--- config.mk ---
export PLATFORM = sky130hd
export DESIGN_NAME = afcc_top
export DESIGN_NICKNAME = d
export VERILOG_FILES = /design/src/afcc_pkg.sv /design/src/afcc_event.sv /design/src/afcc_top.sv
export SDC_FILE = /design/constraint.sdc
export NUM_CORES = 1
export LEC_CHECK = 0
export BUFFER_PORTS_ARGS = -buffer_cell sky130_fd_sc_hd__buf_2
export CAP_MARGIN = 20
export CORE_ASPECT_RATIO = 0.5
export CORE_MARGIN = 2
export CORE_UTILIZATION = 30
export CTS_CLUSTER_DIAMETER = 120
export DETAILED_ROUTE_END_ITERATION = 6
export GPL_TIMING_DRIVEN = 0
export HOLD_SLACK_MARGIN = 0.03
export PLACE_DENSITY = 0.63
export SLEW_MARGIN = 5
export SYNTH_ARGS = -nofsm -noshare
export SYNTH_HDL_FRONTEND = slang
export SYNTH_SLANG_ARGS = --single-unit
--- constraint.sdc ---
create_clock -name clock_in -period 1.1 [get_ports clock_in]
set_input_delay 0 -clock clock_in [delete_from_list [all_inputs] [get_ports clock_in]]
set_output_delay 0 -clock clock_in [all_outputs]
set_load 0.005 [all_outputs]
--- src/afcc_pkg.sv ---
package afcc_pkg;
  // register offsets
  localparam logic [2:0] AFCC_CTL0_OFS = 3'h0;
  localparam logic [2:0] AFCC_CTL1_OFS = 3'h1;
  // converter_control_zero fields (16 bit)
  localparam int AFCC_ACC_HI_POS = 11;
  localparam int AFCC_ACC_LO_POS = 10;
  localparam int AFCC_WAIT_HALT_POS = 12;
  localparam int AFCC_STORE_POS = 9;
  localparam int AFCC_MODE_POS = 8;
  // converter_control_one fields (8 bit)
  localparam int AFCC_COMMAND_LIST_BUFFER_MODE_POS = 7;
  localparam int AFCC_RESULT_LIST_BUFFER_MODE_POS = 6;
  localparam int AFCC_SPECIAL_POS = 5;
  localparam int AFCC_AUTO_RESTART_BIT_POS = 4;
  // reset values
  localparam logic [15:0] AFCC_CTL0_RESET = 16'h0000;
  localparam logic [7:0] AFCC_CTL1_RESET = 8'h00;
  // access configuration codes
  localparam logic [1:0] AFCC_ACC_NONE = 2'h0;
  localparam logic [1:0] AFCC_ACC_INTF = 2'h1;
  localparam logic [1:0] AFCC_ACC_BUS = 2'h2;
  localparam logic [1:0] AFCC_ACC_BOTH = 2'h3;
endpackage

--- src/afcc_event.sv ---
`timescale 1ns/10ps
// decides result storage and restart-error handling for one abort/restart event
module afcc_event
  import afcc_pkg::*;
(
  // configuration
  input wire logic store_on_abort_in,
  // event and conversion state
  input wire logic restart_event_in,
  input wire logic abort_event_in,
  input wire logic sequence_abort_bit_in,
  input wire logic conv_active_in,
  input wire logic last_conv_in,
  input wire logic list_done_in,
  // decisions
  output logic store_result_out,
  output logic discard_result_out,
  output logic restart_error_out
);
  logic any_event;
  logic lone_restart;
  logic early_restart;
  assign any_event = restart_event_in | abort_event_in;
  assign lone_restart = restart_event_in & ~abort_event_in & ~sequence_abort_bit_in;
  // early: list not finished and (when storing) not inside the final conversion
  assign early_restart = lone_restart & ~list_done_in &
    ~(store_on_abort_in & last_conv_in & conv_active_in);
  assign store_result_out = any_event & conv_active_in & store_on_abort_in;
  assign discard_result_out = any_event & conv_active_in & ~store_on_abort_in;

  assign restart_error_out = store_on_abort_in ? early_restart
                                               : (lone_restart & ~list_done_in);
endmodule

--- src/afcc_top.sv ---
`timescale 1ns/10ps
// Behaviour
// two-bit field picks flow control access path: none, interface, bus, both.
// storage bit clear: event during conversion discards result, complete flag stays clear.
// storage bit clear: early lone restart sets restart error and abort bit.
// storage bit set: event during conversion stores result, sets flag, updates info.
// storage bit set: lone restart in final conversion gives no restart error.
// storage bit set: lone restart before list finishes sets error and abort bit.
// flow mode bit selects restart mode at 0, trigger mode at 1.
// software or interface drives flow control bits as the mode requires.
// buffer mode bits writable only while disabled or special access set.
// special access writable only in special mode, cleared on leaving it.
// special access lifts per-bit write restrictions; otherwise normal user access.
// special access lets bus overwrite current command only before it starts.
// command list buffer mode: single when clear, double when set.
// result list buffer mode: single when clear, double when set.
// auto-restart issues restart after stop exit or wait exit with halt set.
// auto-restart bit writable at any time.
// wait-halt set halts conversion at next boundary on wait entry.
// flow control writes through a disabled path are ignored.
// all configuration bits reset to zero.
module afcc_top
  import afcc_pkg::*;
(
  // clock and reset
  input wire logic clock_in,
  input wire logic rstn_in,
  // register port
  input wire logic [2:0] reg_addr_in,
  input wire logic reg_wr_in,
  input wire logic [15:0] reg_wdata_in,
  output logic [15:0] reg_rdata_out,
  // chip mode and enable
  input wire logic converter_enable_in,
  input wire logic special_mode_in,
  input wire logic stop_mode_in,
  input wire logic wait_mode_in,
  // flow control write requests from the two paths
  input wire logic bus_flow_wr_in,
  input wire logic intf_flow_wr_in,
  // conversion sequencer status
  input wire logic restart_event_in,
  input wire logic abort_event_in,
  input wire logic sequence_abort_bit_in,
  input wire logic conv_active_in,
  input wire logic conv_boundary_in,
  input wire logic last_conv_in,
  input wire logic list_done_in,
  input wire logic cmd_started_in,
  input wire logic bus_cmd_wr_in,
  // outputs
  output logic flow_mode_select_out,
  output logic command_list_buffer_mode_out,
  output logic result_list_buffer_mode_out,
  output logic special_access_out,
  output logic bus_flow_wr_ok_out,
  output logic intf_flow_wr_ok_out,
  output logic cmd_wr_ok_out,
  output logic store_result_out,
  output logic discard_result_out,
  output logic restart_error_flag_out,
  output logic set_abort_out,
  output logic auto_restart_event_out,
  output logic conv_halt_out
);
  import afcc_pkg::*;

  // ----------------------------------------
  // reset release
  // ----------------------------------------
  logic [1:0] rst_sync_reg;
  logic rstn;
  always_ff @(posedge clock_in or negedge rstn_in)
  begin
    if (!rstn_in)
      rst_sync_reg <= 2'b00;
    else
      rst_sync_reg <= {rst_sync_reg[0], 1'b1};
  end
  assign rstn = rst_sync_reg[1];

  // ----------------------------------------
  // configuration registers
  // ----------------------------------------
  logic [15:0] ctl0_reg;
  logic [15:0] ctl0_next;
  logic [7:0] ctl1_reg;
  logic [7:0] ctl1_next;
  logic wr_ctl0;
  logic wr_ctl1;
  logic restricted_ok;
  logic special_prev_reg;
  logic special_exit;
  logic [7:0] wbyte;

  assign wr_ctl0 = reg_wr_in & (reg_addr_in == AFCC_CTL0_OFS);
  assign wr_ctl1 = reg_wr_in & (reg_addr_in == AFCC_CTL1_OFS);
  assign restricted_ok = ~converter_enable_in | ctl1_reg[AFCC_SPECIAL_POS];
  assign special_exit = special_prev_reg & ~special_mode_in;
  assign wbyte = reg_wdata_in[7:0];

  // only the fields of this block are kept; other bits read as zero
  always_comb
  begin
    ctl0_next = ctl0_reg;
    if (wr_ctl0)
    begin
      ctl0_next[AFCC_ACC_HI_POS] = reg_wdata_in[AFCC_ACC_HI_POS];
      ctl0_next[AFCC_ACC_LO_POS] = reg_wdata_in[AFCC_ACC_LO_POS];
      ctl0_next[AFCC_WAIT_HALT_POS] = reg_wdata_in[AFCC_WAIT_HALT_POS];
      ctl0_next[AFCC_STORE_POS] = reg_wdata_in[AFCC_STORE_POS];
      ctl0_next[AFCC_MODE_POS] = reg_wdata_in[AFCC_MODE_POS];
    end
  end

  always_comb
  begin
    ctl1_next = ctl1_reg;
    if (wr_ctl1)
    begin
      if (restricted_ok)
      begin
        ctl1_next[AFCC_COMMAND_LIST_BUFFER_MODE_POS] = wbyte[AFCC_COMMAND_LIST_BUFFER_MODE_POS];
        ctl1_next[AFCC_RESULT_LIST_BUFFER_MODE_POS] = wbyte[AFCC_RESULT_LIST_BUFFER_MODE_POS];
      end
      if (special_mode_in)
        ctl1_next[AFCC_SPECIAL_POS] = wbyte[AFCC_SPECIAL_POS];
      ctl1_next[AFCC_AUTO_RESTART_BIT_POS] = wbyte[AFCC_AUTO_RESTART_BIT_POS];
    end
    // leaving special mode wins over a write in the same cycle
    if (special_exit || !special_mode_in)
      ctl1_next[AFCC_SPECIAL_POS] = 1'b0;
  end

  always_ff @(posedge clock_in or negedge rstn)
  begin
    if (!rstn)
    begin
      ctl0_reg <= AFCC_CTL0_RESET;
      ctl1_reg <= AFCC_CTL1_RESET;
      special_prev_reg <= 1'b0;
    end
    else
    begin
      ctl0_reg <= ctl0_next;
      ctl1_reg <= ctl1_next;
      special_prev_reg <= special_mode_in;
    end
  end

  // ----------------------------------------
  // flow control access gating
  // ----------------------------------------
  logic [1:0] acc_sel;
  logic bus_ok;
  logic intf_ok;
  assign acc_sel = {ctl0_reg[AFCC_ACC_HI_POS], ctl0_reg[AFCC_ACC_LO_POS]};
  assign bus_ok = bus_flow_wr_in & acc_sel[1];
  assign intf_ok = intf_flow_wr_in & acc_sel[0];
  // a command already converting must not be overwritten
  logic cmd_ok;
  assign cmd_ok = bus_cmd_wr_in & ctl1_reg[AFCC_SPECIAL_POS] & ~cmd_started_in;

  // ----------------------------------------
  // abort and restart event handling
  // ----------------------------------------
  logic ev_store;
  logic ev_discard;
  logic ev_error;
  afcc_event u_event (
    .store_on_abort_in(ctl0_reg[AFCC_STORE_POS]),
    .restart_event_in(restart_event_in),
    .abort_event_in(abort_event_in),
    .sequence_abort_bit_in(sequence_abort_bit_in),
    .conv_active_in(conv_active_in),
    .last_conv_in(last_conv_in),
    .list_done_in(list_done_in),
    .store_result_out(ev_store),
    .discard_result_out(ev_discard),
    .restart_error_out(ev_error)
  );

  // ----------------------------------------
  // stop / wait exit and halt
  // ----------------------------------------
  logic stop_prev_reg;
  logic wait_prev_reg;
  logic mode_exit;
  logic halt_next;
  logic halt_reg;
  // wait exit only counts when the wait-halt bit is set
  assign mode_exit = (stop_prev_reg & ~stop_mode_in) |
    (wait_prev_reg & ~wait_mode_in & ctl0_reg[AFCC_WAIT_HALT_POS]);
  assign halt_next = (wait_mode_in & ctl0_reg[AFCC_WAIT_HALT_POS]) ?
    (halt_reg | conv_boundary_in | ~conv_active_in) : 1'b0;

  // ----------------------------------------
  // output registers
  // ----------------------------------------
  always_ff @(posedge clock_in or negedge rstn)
  begin
    if (!rstn)
    begin
      stop_prev_reg <= 1'b0;
      wait_prev_reg <= 1'b0;
      halt_reg <= 1'b0;
      reg_rdata_out <= 16'h0000;
      flow_mode_select_out <= 1'b0;
      command_list_buffer_mode_out <= 1'b0;
      result_list_buffer_mode_out <= 1'b0;
      special_access_out <= 1'b0;
      bus_flow_wr_ok_out <= 1'b0;
      intf_flow_wr_ok_out <= 1'b0;
      cmd_wr_ok_out <= 1'b0;
      store_result_out <= 1'b0;
      discard_result_out <= 1'b0;
      restart_error_flag_out <= 1'b0;
      set_abort_out <= 1'b0;
      auto_restart_event_out <= 1'b0;
      conv_halt_out <= 1'b0;
    end
    else
    begin
      stop_prev_reg <= stop_mode_in;
      wait_prev_reg <= wait_mode_in;
      halt_reg <= halt_next;
      reg_rdata_out <= (reg_addr_in == AFCC_CTL0_OFS) ? ctl0_reg :
        (reg_addr_in == AFCC_CTL1_OFS) ? {8'h00, ctl1_reg} : 16'h0000;
      flow_mode_select_out <= ctl0_reg[AFCC_MODE_POS];
      command_list_buffer_mode_out <= ctl1_reg[AFCC_COMMAND_LIST_BUFFER_MODE_POS];
      result_list_buffer_mode_out <= ctl1_reg[AFCC_RESULT_LIST_BUFFER_MODE_POS];
      special_access_out <= ctl1_reg[AFCC_SPECIAL_POS];
      bus_flow_wr_ok_out <= bus_ok;
      intf_flow_wr_ok_out <= intf_ok;
      cmd_wr_ok_out <= cmd_ok;
      store_result_out <= ev_store;
      discard_result_out <= ev_discard;
      restart_error_flag_out <= ev_error;
      set_abort_out <= ev_error;
      auto_restart_event_out <= mode_exit & ctl1_reg[AFCC_AUTO_RESTART_BIT_POS];
      conv_halt_out <= halt_next;
    end
  end

  // ----------------------------------------
  // checks
  // ----------------------------------------
  a_bus_path_gate: assert property (@(posedge clock_in) disable iff (!rstn)
    bus_flow_wr_in && !acc_sel[1] |=> !bus_flow_wr_ok_out)
    else $error("bus flow write passed while bus path disabled");
  a_intf_path_gate: assert property (@(posedge clock_in) disable iff (!rstn)
    intf_flow_wr_in && acc_sel[0] |=> intf_flow_wr_ok_out)
    else $error("interface flow write not passed while enabled");
  a_bmod_locked: assert property (@(posedge clock_in) disable iff (!rstn)
    wr_ctl1 && converter_enable_in && !ctl1_reg[AFCC_SPECIAL_POS]
    |=> $stable(ctl1_reg[AFCC_COMMAND_LIST_BUFFER_MODE_POS]) && $stable(ctl1_reg[AFCC_RESULT_LIST_BUFFER_MODE_POS]))
    else $error("buffer mode changed while locked");
  a_special_clear: assert property (@(posedge clock_in) disable iff (!rstn)
    !special_mode_in |=> !ctl1_reg[AFCC_SPECIAL_POS])
    else $error("special access held outside special mode");
  a_auto_restart_bit_wr: assert property (@(posedge clock_in) disable iff (!rstn)
    wr_ctl1 |=> ctl1_reg[AFCC_AUTO_RESTART_BIT_POS] == $past(wbyte[AFCC_AUTO_RESTART_BIT_POS]))
    else $error("auto restart write lost");
  a_discard_event: assert property (@(posedge clock_in) disable iff (!rstn)
    restart_event_in && conv_active_in && !ctl0_reg[AFCC_STORE_POS]
    |=> discard_result_out && !store_result_out)
    else $error("result not discarded");
  a_store_event: assert property (@(posedge clock_in) disable iff (!rstn)
    abort_event_in && conv_active_in && ctl0_reg[AFCC_STORE_POS]
    |=> store_result_out && !discard_result_out)
    else $error("result not stored");
  a_last_no_error: assert property (@(posedge clock_in) disable iff (!rstn)
    ctl0_reg[AFCC_STORE_POS] && last_conv_in && conv_active_in |=> !restart_error_flag_out)
    else $error("restart error in final conversion");
  a_early_error: assert property (@(posedge clock_in) disable iff (!rstn)
    restart_event_in && !abort_event_in && !sequence_abort_bit_in && !list_done_in
    && !last_conv_in |=> restart_error_flag_out && set_abort_out)
    else $error("early restart not flagged");
  a_cmd_started: assert property (@(posedge clock_in) disable iff (!rstn)
    cmd_started_in |=> !cmd_wr_ok_out)
    else $error("command overwritten after start");
  a_auto_restart: assert property (@(posedge clock_in) disable iff (!rstn)
    stop_prev_reg && !stop_mode_in && ctl1_reg[AFCC_AUTO_RESTART_BIT_POS] |=> auto_restart_event_out)
    else $error("no automatic restart after stop exit");
  a_bus_path_open: assert property (@(posedge clock_in) disable iff (!rstn)
    bus_flow_wr_in && acc_sel[1] |=> bus_flow_wr_ok_out)
    else $error("bus flow write not passed while enabled");
  a_cmd_gate: assert property (@(posedge clock_in) disable iff (!rstn)
    bus_cmd_wr_in && ctl1_reg[AFCC_SPECIAL_POS] && !cmd_started_in |=> cmd_wr_ok_out)
    else $error("command write refused before start");
  a_wait_exit: assert property (@(posedge clock_in) disable iff (!rstn)
    wait_prev_reg && !wait_mode_in && ctl0_reg[AFCC_WAIT_HALT_POS]
    && ctl1_reg[AFCC_AUTO_RESTART_BIT_POS] |=> auto_restart_event_out)
    else $error("no automatic restart after wait exit");
  a_no_auto: assert property (@(posedge clock_in) disable iff (!rstn)
    !ctl1_reg[AFCC_AUTO_RESTART_BIT_POS] |=> !auto_restart_event_out)
    else $error("automatic restart while disabled");
  a_halt_idle: assert property (@(posedge clock_in) disable iff (!rstn)
    wait_mode_in && ctl0_reg[AFCC_WAIT_HALT_POS] && !conv_active_in |=> conv_halt_out)
    else $error("idle converter not halted in wait mode");
  a_halt_boundary: assert property (@(posedge clock_in) disable iff (!rstn)
    wait_mode_in && ctl0_reg[AFCC_WAIT_HALT_POS] && conv_active_in && !conv_boundary_in
    && !halt_reg |=> !conv_halt_out)
    else $error("conversion halted before its boundary");
  a_halt_off: assert property (@(posedge clock_in) disable iff (!rstn)
    !wait_mode_in |=> !conv_halt_out)
    else $error("halt held outside wait mode");
endmodule
==> key figures <==
Worst setup path
  • Cell breakdown of the critical path: o21ai_2, mux2_4
  • CP peak stage delay: 420 ps
  • CP startpoint kind: flop
  • R2r worst-path depth: 2
  • Reg2reg start: ctl1_reg[5]$_DFFE_PN0P_
  • Crit-path slowest cell: dfrtp_1
  • Critical Path RT: 1270 ps
  • Worst Path Class, Setup: reg -> reg
  • Worst R2R Setup Slack: 60 ps
  • Arr. time, crit path: 1200 ps
  • RR Endpoint: ctl1_reg[6]$_DFFE_PN0P_
  • Crit path from: ctl1_reg[5]$_DFFE_PN0P_
  • Worst Setup End Kind: flop
  • Crit Path Max Fanout: 3

Logic synthesis
  • Netlist cell types: 23
  • Post-Syn Instances: 86
  • Share of Yosys cell area claimed by the top area cell type: 68.7%
  • YS warnings: 0
  • FF+latch count, synth: 34
  • Avg Cell Area, Syn: 14.4 um2
  • Dominant cell type by area after synthesis: dfrtp_1
  • Ranking of synthesized cells by area: dfrtp_1 (69%), buf_4 (4.8%), mux2_2 (4.5%)
  • Seq/Total Area, Yosys: 68.7%
  • Cell Area, Synth: 1240 um2

Clocking
  • CTS tree: built
  • Worst-path clk slew: 60 ps
  • Clock Latency Late Sink: 280 ps
  • CTS buffer count: 5
  • H-tree Lvls: 2
  • Clock sink total: 34
  • Root Driver: clkbuf_8
  • Hold-fix buffers, CTS: 24
  • Clock Path Buffers: 2

Detailed routing
  • Routed len/inst: 12.3 um
  • Total wire length: 2810 um
  • Post-DR vias/cell: 4.05
  • First-pass DRT Iterations: 4
  • Residual DRC: 0
  • Post-route ant nets: 0
  • Vias: 927
  • Starting DRT DRC Count: 34

Outcome
  • Status: finished clean

Power and ir drop
  • PD cells: 1400 nW/um2
  • Leakage: 1.05 nW
  • VDD IR max: 0.512 mV

Timing
  • Period minus WS final: 1040 ps
  • Worst slew margin: 59.4%
  • Final setup viols: 0
  • Final WS setup: 63.3 ps
  • Final Hold Vio Count: 0
  • RSZ-0062 raised after global routing: no
  • Crit share post-route: 94.2%
  • Tightest hold margin: 3.10 ps
  • Clock Skews: 6.04 ps
  • Slew @ Worst Pin: 609 ps
  • FMAX: 965 MHz
  • Max Slew Vio Count: 0

Global routing
  • Pin count of the biggest net entering global routing: 21
  • Initial antenna violation count: 0
  • Remaining Overflow, GRT: 0
  • GR Util All Layers: 13.1%
  • Global-route wire length before repair: 4420 um
  • Vias in the first global route: 970

Finish
  • Area growth syn-to-layout: 57.3%
  • Nets: 213
  • Reg area: 851 um2
  • Multi-input logic area: 347 um2
  • Fraction of layout cells with a size suffix above 1: 47.4%
  • Max reg flops: 9
  • Filler cells: 366
  • Util after Layout: 49.6%
  • Diodes inserted: 0

Place
  • Post-Place Worst Slack: -79.3 ps
  • Port bufs: 51
  • HPWL after DPL: 1810 um
  • GPL Wtd Cong: 0.726

Hold path
  • Worst Hold Launch: abort_event_in
  • Hold WC Path Type: in -> reg
  • Hold Path Stages: 3
  • Hold EP: set_abort_out$_DFF_PN0_

Die
  • Core Rows: 16
  • Chip Height: 49.4 um
  • Core area: 3920 um2
  • Die area: 4690 um2
  • Initial core utilization: 31.6%
  • Die X: 94.9 um
  • Ports: 66

Flow run
  • Max_cap viols: 0
[cells in the mapped netlist, drive strengths merged]
cell and instances:
nor2b 1, nor3 1, nor2 5, o21ai 3
mux2 7, nor4b 1, dfrtp 34, and3 4
nand2 3, buf 8, and4bb 1, a21boi 1
nand2b 1, a21oi 1, conb 2, or4b 1
nand3b 1, and2 7, inv 2, mux2i 1
a31oi 1
[critical path: cells and delay by family, from the launching register on]
| kind | cells | cell delay (ps) |
|---|---|---|
| mux | 1 | 320 |
| flops | 1 | 420 |
| compound gates | 1 | 200 |
[how the worst max path moves through the flow]
| stage | cells past startpoint | slack, ps | endpoint |
|---|---|---|---|
| floorplan | 0 | 80 | auto_restart_event_out$_DFF_PN0_ |
| global placement | 0 | -220 | set_abort_out$_DFF_PN0_ |
| detailed placement | 3 | -80 | ctl0_reg[10]$_DFFE_PN0P_ |
| CTS | 4 | 10 | set_abort_out$_DFF_PN0_ |
| global route | 2 | 4 | ctl1_reg[6]$_DFFE_PN0P_ |
| finish | 2 | 60 | ctl1_reg[6]$_DFFE_PN0P_ |
[kinds of logic (layout without fill, tap and decap cells)]
logic type	count (synthesis)	count (layout)	synth area share, %
flops	34	34	68.7
buf+inv	10	93	5.45
mux	8	8	7.78
other cells	2	8	0.606
compound gates	6	6	3.03
simple gates	26	26	14.4
[layout by cell type, fill, tap and decap left out, types with 2 or more instances in the layout]
cell type	n
buf_2	51
dfrtp_1	34
dlygate4sd3_1	21
buf_4	10
conb_1	8
and2_1	7
clkbuf_8	6
nor2_1	5
mux2_2	5
and3_2	4
nand2_1	3
inv_1	2
o21ai_0	2
mux2_4	2
dlymetal6s4s_1	2
[final cells by class]
| cell class | count | share of cell area [%] |
|---|---|---|
| Tap cell | 54 | 3.47 |
| Sequential cell | 34 | 43.7 |
| Inverter | 2 | 0.385 |
| Clock buffer | 6 | 4.24 |
| Timing Repair Buffer | 77 | 27.4 |
| Buffer | 8 | 3.08 |
| Multi-Input combinational cell | 48 | 17.8 |
[report_power, final]
part / internal [mW] / switching [mW] / total [mW]
Combinational: 0.252 / 0.142 / 0.394
Sequential: 1.39 / 0.0753 / 1.47
Clock: 0.482 / 0.389 / 0.870
[per-stage QoR]
step	total power [mW]	instances	setup TNS, ps	instance area [um2]
floorplan	1.63	92	0	1260
global placement	1.79	197	-7190	1580
detailed placement	1.82	198	-297	1610
CTS	2.76	228	0	1930
global route	2.87	229	0	1950
finish	2.73	229	0	1950
[routing by layer]
| layer | track usage (%) | up-vias | share of wire [%] |
|---|---|---|---|
| li1 | - | 445 | - |
| met1 | 13.4 | 449 | 37 |
| met2 | 23.5 | 27 | 56 |
| met3 | 3.40 | 6 | 4.6 |
| met4 | 8.70 | 0 | 2.1 |
| met5 | 0 | - | 0 |
[what timing repair did]
item / CTS / global route
setup buffers: 0 / 2
endpoints found under the setup margin: 0 / 3
resized for setup: 0 / 3
hold endpoints to repair: 19 / 1
No activity file was read; power rests on OpenSTA's default activity.
